## src/hw/pts_pkg.sv

```systemverilog
// Constants shared by the PCM time slot assigner.
package pts_pkg;
    // ==========================================================
    // Serial control word layout
    localparam int WORD_BITS = 8;
    localparam logic [3:0] WORD_BITS_C = 4'h8;
    localparam int SEND_DIR_POS = 7;
    localparam int INC_DIR_POS = 6;
    localparam int SLOT_OFF_POS = 5;
    localparam int SLOT_W = 6;
    // ==========================================================
    // Frame timing
    localparam logic [2:0] LAST_BIT = 3'h7;
    localparam logic [SLOT_W-1:0] SLOT_LIMIT = 6'h20;
    localparam int CHANNELS = 4;
    localparam int ENTRIES = 8;
    // ==========================================================
    // Register map
    localparam int ADDR_W = 12;
    localparam logic [ADDR_W-1:0] CTRL_ADDR = 12'h000;
    localparam logic [ADDR_W-1:0] STATUS_ADDR = 12'h004;
    localparam int CTRL_EN_POS = 0;
    localparam logic CTRL_EN_RESET = 1'b1;
    localparam int STATUS_MODE_POS = 8;
    // ==========================================================
    // Synchroniser input bit positions
    localparam int SYNC_W = 10;
    localparam int S_BCLK = 3;
    localparam int S_SEND = 4;
    localparam int S_INC = 5;
    localparam int S_CCLK = 6;
    localparam int S_CSEL = 7;
    localparam int S_CDAT = 8;
    localparam int S_MODE = 9;
endpackage

```

## src/hw/pts_assigner.sv

```systemverilog
// PCM time slot assigner with serial control port and APB status.
//
// Operation
// - Every assignment is one eight-bit serial control word.
// - Two direction bits pick send, incoming, both or neither group in separate mode; single-sync only checks for both set.
// - Six-bit field holds slot number 0 to 31.
// - Each slot pulse is high for exactly one slot of eight bit clocks.
// - Frames of up to 32 slots, length set by frame start spacing.
// - Mode pin high selects separate mode, low selects single-sync mode.
// - Separate mode times incoming outputs from incoming start, send from send start.
// - Separate mode uses two channel picks for channels 0 to 3.
// - Single-sync mode times all eight outputs from send start only.
// - Single-sync mode uses three channel picks for eight outputs.
// - After reset all slot and send active outputs stay low until assigned.
// - Data sampled on control clock falling edges while select is low.
// - Select rising edge copies the word into the chosen assignment.
// - New assignment applies from the next complete slot.
// - Send counter clears on first bit clock fall after start, steps every eight.
// - Send count compared with four send assignments, all eight in single-sync; match pulses output.
// - Incoming counter likewise starts slot zero and pulses incoming outputs in separate mode.
// - Send direction bit first, then incoming bit, then slot bits MSB first.
// - Slot MSB set makes the output inactive.
// - Open-drain send active pulls low during send pulses, any pulse in single-sync.
//
// Chosen here: the APB interface to the registers and the register offsets.
`timescale 1ns/100ps
`default_nettype none
module pts_assigner
(
    input wire logic pclk,
    input wire logic presetn,
    input wire logic [pts_pkg::ADDR_W-1:0] paddr,
    input wire logic psel,
    input wire logic penable,
    input wire logic pwrite,
    input wire logic [31:0] pwdata,
    output logic [31:0] prdata,
    output logic pready,
    output logic pslverr,
    input wire logic bclk,
    input wire logic send_frame_start,
    input wire logic incoming_frame_start,
    input wire logic ctl_clk,
    input wire logic ctl_data,
    input wire logic ctl_sel_n,
    input wire logic [2:0] channel_pick,
    input wire logic mode_separate,
    output logic [3:0] send_slot_pulse,
    output logic [3:0] incoming_slot_pulse,
    output logic send_active_out,
    output logic send_active_oe
);
    import pts_pkg::*;

    // ==========================================================
    // Input synchronisers
    logic [SYNC_W-1:0] raw_in;
    logic [SYNC_W-1:0] sync1;
    logic [SYNC_W-1:0] sync2;
    logic [SYNC_W-1:0] prev;
    assign raw_in = {mode_separate, ctl_data, ctl_sel_n, ctl_clk, incoming_frame_start,
                     send_frame_start, bclk, channel_pick};

    // Two flops per pin, plus a third stage used only for edge detection.
    genvar g;
    generate
        for (g = 0; g < SYNC_W; g++)
        begin : gen_sync
            // Select and mode idle high, so their stages reset high and no false edge follows.
            localparam logic IDLE_LVL = (g == S_CSEL) || (g == S_MODE);
            always_ff @(posedge pclk or negedge presetn)
            begin
                if (!presetn)
                begin
                    sync1[g] <= IDLE_LVL;
                    sync2[g] <= IDLE_LVL;
                    prev[g] <= IDLE_LVL;
                end
                else
                begin
                    sync1[g] <= raw_in[g];
                    sync2[g] <= sync1[g];
                    prev[g] <= sync2[g];
                end
            end
        end
    endgenerate

    // Edge and level decode of the synchronised pins.
    wire mode_sep = sync2[S_MODE];
    wire [2:0] pick = sync2[2:0];
    wire bclk_fall = prev[S_BCLK] & ~sync2[S_BCLK];
    wire cclk_fall = prev[S_CCLK] & ~sync2[S_CCLK];
    wire sel_rise = ~prev[S_CSEL] & sync2[S_CSEL];
    wire sel_low = ~sync2[S_CSEL];
    wire [1:0] start_rise = sync2[S_INC:S_SEND] & ~prev[S_INC:S_SEND];

    // ==========================================================
    // Serial control port
    logic [WORD_BITS-1:0] shift;
    logic [3:0] bit_cnt;

    // Falling control clock shifts data while select is low; select high restarts.
    always_ff @(posedge pclk or negedge presetn)
    begin
        if (!presetn)
        begin
            shift <= '0;
            bit_cnt <= 4'h0;
        end
        else if (!sel_low)
            bit_cnt <= 4'h0;
        else if (cclk_fall && bit_cnt != WORD_BITS_C)
        begin
            shift <= {shift[WORD_BITS-2:0], sync2[S_CDAT]};
            bit_cnt <= bit_cnt + 4'h1;
        end
    end

    // A full word ends by select rising; short words are dropped, bits after the eighth are ignored.
    wire commit = sel_rise && bit_cnt == WORD_BITS_C;
    wire send_n = shift[SEND_DIR_POS];
    wire inc_n = shift[INC_DIR_POS];
    wire [SLOT_W-1:0] new_slot = shift[SLOT_W-1:0];

    // ==========================================================
    // Send and incoming slot counters
    logic [1:0] armed;
    logic [1:0] live;
    logic [2:0] bit_pos [2];
    logic [SLOT_W-1:0] slot_cnt [2];
    wire [1:0] bound;

    generate
        for (g = 0; g < 2; g++)
        begin : gen_cnt
            wire restart = bclk_fall && (armed[g] || start_rise[g]);
            // Slot boundary: frame restart or eighth bit clock of a slot.
            assign bound[g] = restart || (bclk_fall && bit_pos[g] == LAST_BIT);
            // Counter clears on the first falling bit clock after start rises.
            always_ff @(posedge pclk or negedge presetn)
            begin
                if (!presetn)
                begin
                    armed[g] <= 1'b0;
                    live[g] <= 1'b0;
                    bit_pos[g] <= 3'h0;
                    slot_cnt[g] <= SLOT_LIMIT;
                end
                else if (restart)
                begin
                    armed[g] <= 1'b0;
                    live[g] <= 1'b1;
                    bit_pos[g] <= 3'h0;
                    slot_cnt[g] <= '0;
                end
                else
                begin
                    armed[g] <= armed[g] | start_rise[g];
                    if (bclk_fall)
                    begin
                        bit_pos[g] <= bit_pos[g] + 3'h1;
                        if (bit_pos[g] == LAST_BIT && slot_cnt[g] != SLOT_LIMIT)
                            slot_cnt[g] <= slot_cnt[g] + 6'h01;
                    end
                end
            end
        end
    endgenerate

    // ==========================================================
    // Assignment entries: 0..3 send group, 4..7 incoming group.
    logic [ENTRIES-1:0] pend_on;
    logic [SLOT_W-1:0] pend_slot [ENTRIES];
    logic [ENTRIES-1:0] live_on;
    logic [SLOT_W-1:0] live_slot [ENTRIES];
    logic [ENTRIES-1:0] pulse;
    logic out_en;

    generate
        for (g = 0; g < ENTRIES; g++)
        begin : gen_entry
            // Entry select and timing source per mode.
            wire sel1 = mode_sep && pick[1:0] == 2'(g % CHANNELS);
            wire wr1 = sel1 && (g < CHANNELS ? !send_n : !inc_n);
            wire off1 = sel1 && send_n && inc_n;
            wire sel2 = !mode_sep && pick == 3'(g);
            wire wr2 = sel2 && !(send_n && inc_n);
            wire off2 = sel2 && send_n && inc_n;
            wire use_send = (g < CHANNELS) || !mode_sep;
            wire src = use_send ? 1'b0 : 1'b1;
            wire hit = live[src] && slot_cnt[src] == live_slot[g];

            // Pending copy on commit, live copy taken at the next slot boundary.
            always_ff @(posedge pclk or negedge presetn)
            begin
                if (!presetn)
                begin
                    pend_on[g] <= 1'b0;
                    pend_slot[g] <= '0;
                    live_on[g] <= 1'b0;
                    live_slot[g] <= '0;
                    pulse[g] <= 1'b0;
                end
                else
                begin
                    if (commit && (wr1 || wr2))
                    begin
                        pend_on[g] <= !new_slot[SLOT_OFF_POS];
                        pend_slot[g] <= new_slot;
                    end
                    else if (commit && (off1 || off2))
                        pend_on[g] <= 1'b0;
                    if (bound[src])
                    begin
                        live_on[g] <= pend_on[g];
                        live_slot[g] <= pend_slot[g];
                    end
                    pulse[g] <= out_en && live_on[g] && hit;
                end
            end
        end
    endgenerate

    assign send_slot_pulse = pulse[CHANNELS-1:0];
    assign incoming_slot_pulse = pulse[ENTRIES-1:CHANNELS];

    // Open-drain send active: driven low while a send-counted pulse is out.
    assign send_active_out = 1'b0;
    assign send_active_oe = mode_sep ? |send_slot_pulse : |pulse;

    // ==========================================================
    // APB slave: control and status words, zero-wait.
    wire setup = psel && !penable;
    wire hit_ctrl = paddr == CTRL_ADDR;
    wire hit_stat = paddr == STATUS_ADDR;
    wire ctrl_wr = psel && penable && pwrite && hit_ctrl;
    wire [31:0] status_word = (32'(mode_sep) << STATUS_MODE_POS) | 32'(live_on);

    assign pready = 1'b1;
    assign pslverr = psel && penable && !hit_ctrl && !hit_stat;

    // Read data captured in the setup phase; control written in access.
    always_ff @(posedge pclk or negedge presetn)
    begin
        if (!presetn)
        begin
            prdata <= 32'h0;
            out_en <= CTRL_EN_RESET;
        end
        else
        begin
            if (setup)
                prdata <= hit_ctrl ? {31'h0, out_en} : (hit_stat ? status_word : 32'h0);
            if (ctrl_wr)
                out_en <= pwdata[CTRL_EN_POS];
        end
    end
endmodule
`default_nettype wire

```

## config.mk

```make
export PLATFORM = sky130hd
export DESIGN_NAME = pts_assigner
export DESIGN_NICKNAME = d
export VERILOG_FILES = /design/src/hw/pts_pkg.sv /design/src/hw/pts_assigner.sv
export SDC_FILE = /design/constraint.sdc
export NUM_CORES = 1
export LEC_CHECK = 0
export ABC_AREA = 1
export BUFFER_PORTS_ARGS = -buffer_cell sky130_fd_sc_hd__buf_2
export CAP_MARGIN = 20
export CORE_UTILIZATION = 35
export DETAILED_ROUTE_END_ITERATION = 10
export GPL_TIMING_DRIVEN = 0
export PLACE_DENSITY = 0.58
export SETUP_SLACK_MARGIN = 0.15
export SYNTH_ARGS = -nofsm -noshare
export SYNTH_HDL_FRONTEND = slang
export SYNTH_SLANG_ARGS = --single-unit
```

## constraint.sdc

```tcl
create_clock -name pclk -period 2.4 [get_ports pclk]
set_clock_uncertainty 0.1 [all_clocks]
set_input_delay 0.24 -clock pclk [delete_from_list [all_inputs] [get_ports pclk]]
set_output_delay 0.24 -clock pclk [all_outputs]
set_load 0.05 [all_outputs]
```

==> flow_summary.ini <==
[placement]
port_buffers = 46
postPlaceCellArea_um2 = 9280
dpl_worst_slack_ns = 0.320
gp_congestion = 0.860
dp_hpwl_um = 13500

[floorplan]
start_util = 0.360
dieHeight_um = 158
die_area_um2 = 25000
core.rowCount = 56
io_pins = 103
die_x_um = 158
core_area_um2 = 23700

[critical_path]
r2r_end = live_on[7]
reg2reg_depth = 8
cp_slowest_stage_delay_ns = 0.51
required_ns = 2.06
crit_path_end_kind = output pin
r2r_setup_slack_ns = 0.34
worstPathMaxFanout = 2
r2r-start = bit_pos[3]
critical_path_class = reg -> out
path_cells = nor4_2 > o21ai_0 > buf_2
critPathSlowestCell = nor4_2
cp-start-kind = flop
arrival_ns = 1.73

[synthesis]
synth.largest_area_cell = dfrtp_1
yosysUniqueCellTypes = 28
synth_top_area_frac = 0.531
netlist_area_um2 = 8520
synth.ff_latch_count = 189
synth-seq-area-share = 0.556
yosysWarnings = 0
synthCells = 1010
yosys-top-cells-area = dfrtp_1 53%, nand2_1 14%, nand3_1 7.1%
postSynthAreaPerCell_um2 = 8.44

[finish]
final_core_util = 0.422
insertedDiodeCount = 0
stdcell_area_um2 = 10000
nFillCells = 2380
seq_area_um2 = 4740
fin_nets = 1180
syn_to_final_growth_pct = 17.4
drive_above_1_share = 0.130
multi_input_area_um2 = 3200
mostFrequentLayoutCell = nand2_1
layout_common_cells = 327 x nand2_1, 181 x dfrtp_1, 121 x nand3_1, 85 x o21ai_0, 82 x inv_1

[sta]
rsz0062_at_grt = false
final_max_slew_viol_count = 0
tightest_slew_ns = 0.827
setup_violations = 0
max_freq_ghz = 0.484
layout_setup_ws_ns = 0.332
fin_tns_setup_ns = 0
slew_headroom = 0.444
period_share = 0.861
hold_violations = 0
period_minus_slack_ns = 2.07

[drt]
dr.first_iter.drc_count = 464
via_per_inst = 4.48
wl_um = 18500
drc = 0
vias = 6467
drtPass1Iterations = 7
ant_nets = 0
post_drt_wl_per_cell_um = 12.8

[worst_hold_path]
worst_hold_startpoint = paddr[2]
hold_depth = 4
min_to = out_en
hold_class = in -> reg

[cts]
postCtsSetupRepairBufs = 0
clkLatencyLatePin_ns = 0.44
htreeDepth = 4
cts_buffer_depth = 2
clk_pin_slew_worst_paths_ns = 0.07
numCtsBuffers = 17
cts_tree = built
cts_sinks = 189
clockRootBuffer = clkbuf_16

[global_routing]
grt_pass1_wl_um = 31000
antenna_found_initial = 0
grt_max_degree = 111
grt-ovfl-total = 0
grt_pass1_vias = 6086
grt_usage = 0.162

[pwr]
powerDensity_nw_per_um2 = 674
total_power_mw = 6.75
power_leakage_nw = 5.09
vdd_drop_max_mv = 0.433

[flow_run]
max_cap_violations = 0

[status]
outcome = finished, final reports clean
[cell families (layout without fill, tap and decap cells)]
| family | Yosys count | in the layout | synth area share |
|---|---|---|---|
| flip-flops | 189 | 189 | 0.556 |
| AND/OR/NAND/NOR | 536 | 536 | 0.260 |
| buffers and inverters | 143 | 234 | 0.0790 |
| adder cells (fa/ha/maj) | 10 | 10 | 0.0147 |
| AO/OA/AOI/OAI | 102 | 102 | 0.0603 |
| XOR/XNOR | 28 | 28 | 0.0288 |
| other | 2 | 25 | 0.000881 |
[power breakdown]
group          internal (mW)  switching, mW  total [mW]
combinational          0.145          0.403       0.547
sequential              3.27         0.0566        3.33
clock                   1.57           1.30        2.87
[worst max-delay path, delay by kind of cell, from the launching register on]
kind                   cells  cell delay (ns)
AO/OA/AOI/OAI              1             0.15
AND/OR/NAND/NOR            1             0.51
buffers and inverters      1             0.24
flip-flops                 1             0.39
[layout make-up]
cell class,count,share of cell area
Multi-Input combinational cell,701,0.320
Tap cell,319,0.0399
Buffer,59,0.0358
Clock buffer,17,0.0425
Inverter,84,0.0315
Timing Repair Buffer,59,0.0388
Sequential cell,189,0.474
Clock inverter,15,0.0176
[registers in the layout (all words and copies together), names as in the netlist, 2 cells and up]
| name | cells |
|---|---|
| live | 2 |
| sync2 | 6 |
| slot_cnt | 12 |
| pick | 3 |
| bit_cnt | 4 |
| sync1 | 10 |
| live_slot | 48 |
| pend_on | 8 |
| live_on | 8 |
| armed | 2 |
| pend_slot | 48 |
| prev | 5 |
| bit_pos | 6 |
| shift | 8 |
| send_slot_pulse | 4 |
| incoming_slot_pulse | 4 |
| prdata | 9 |
[stage by stage]
| step | std cells | hold slack, ns |
|---|---|---|
| 6_report | 1443 | 0.0181 |
| 5_1_grt | 1443 | 0.0365 |
| 4_1_cts | 1443 | 0.00462 |
| 3_5_place_dp | 1399 | 0.170 |
| 3_3_place_gp | 1398 | 0.232 |
| 2_1_floorplan | 1033 | -0.156 |
[worst max path at each step]
| stage | from | to | slack [ns] | cells after the start |
|---|---|---|---|---|
| after detailed placement | send_slot_pulse[1] | send_active_oe | 0.32 | 3 |
| after global placement | presetn | incoming_slot_pulse[2] | -2.14 | 1 |
| after CTS | send_slot_pulse[1] | send_active_oe | 0.17 | 3 |
| final | send_slot_pulse[1] | send_active_oe | 0.33 | 3 |
| after floorplan | incoming_slot_pulse[1] | send_active_oe | 0.23 | 2 |
| after global routing | send_slot_pulse[1] | send_active_oe | 0.16 | 3 |
[Yosys cell counts]
cell type  instances
xor2_1             7
o21bai_1           1
buf_2             22
clkinv_1           1
nor2_1            67
inv_2              1
nand2_2            4
dfrtp_1          181
nand4_1            5
clkbuf_1           9
dfstp_2            8
conb_1             2
o21ai_0           85
inv_1             82
ha_1              10
nand2_1          327
nor2_4             1
buf_4             27
nand3_1          121
nor3_1             4
a21oi_1           15
nand3b_1           3
or2_2              1
nor2_2             1
xnor2_1           21
buf_6              1
nor4_1             2
a31oi_1            1
[metal layers]
layer | vias to the layer above | track usage | part of all wire
li1 | 3359 | - | -
met1 | 2968 | 0.226 | 0.51
met2 | 116 | 0.249 | 0.44
met3 | 24 | 0.0320 | 0.038
met4 | 0 | 0.0595 | 0.016
met5 | - | 0 | 0
[timing repair]
action | 4_1_cts | 5_1_grt
hold buffers | 12 | 0
endpoints found under the setup margin | 1 | 0
resized for setup | 1 | 0
endpoints found under the hold margin | 85 | 0
(Power assumes the default switching activity.)
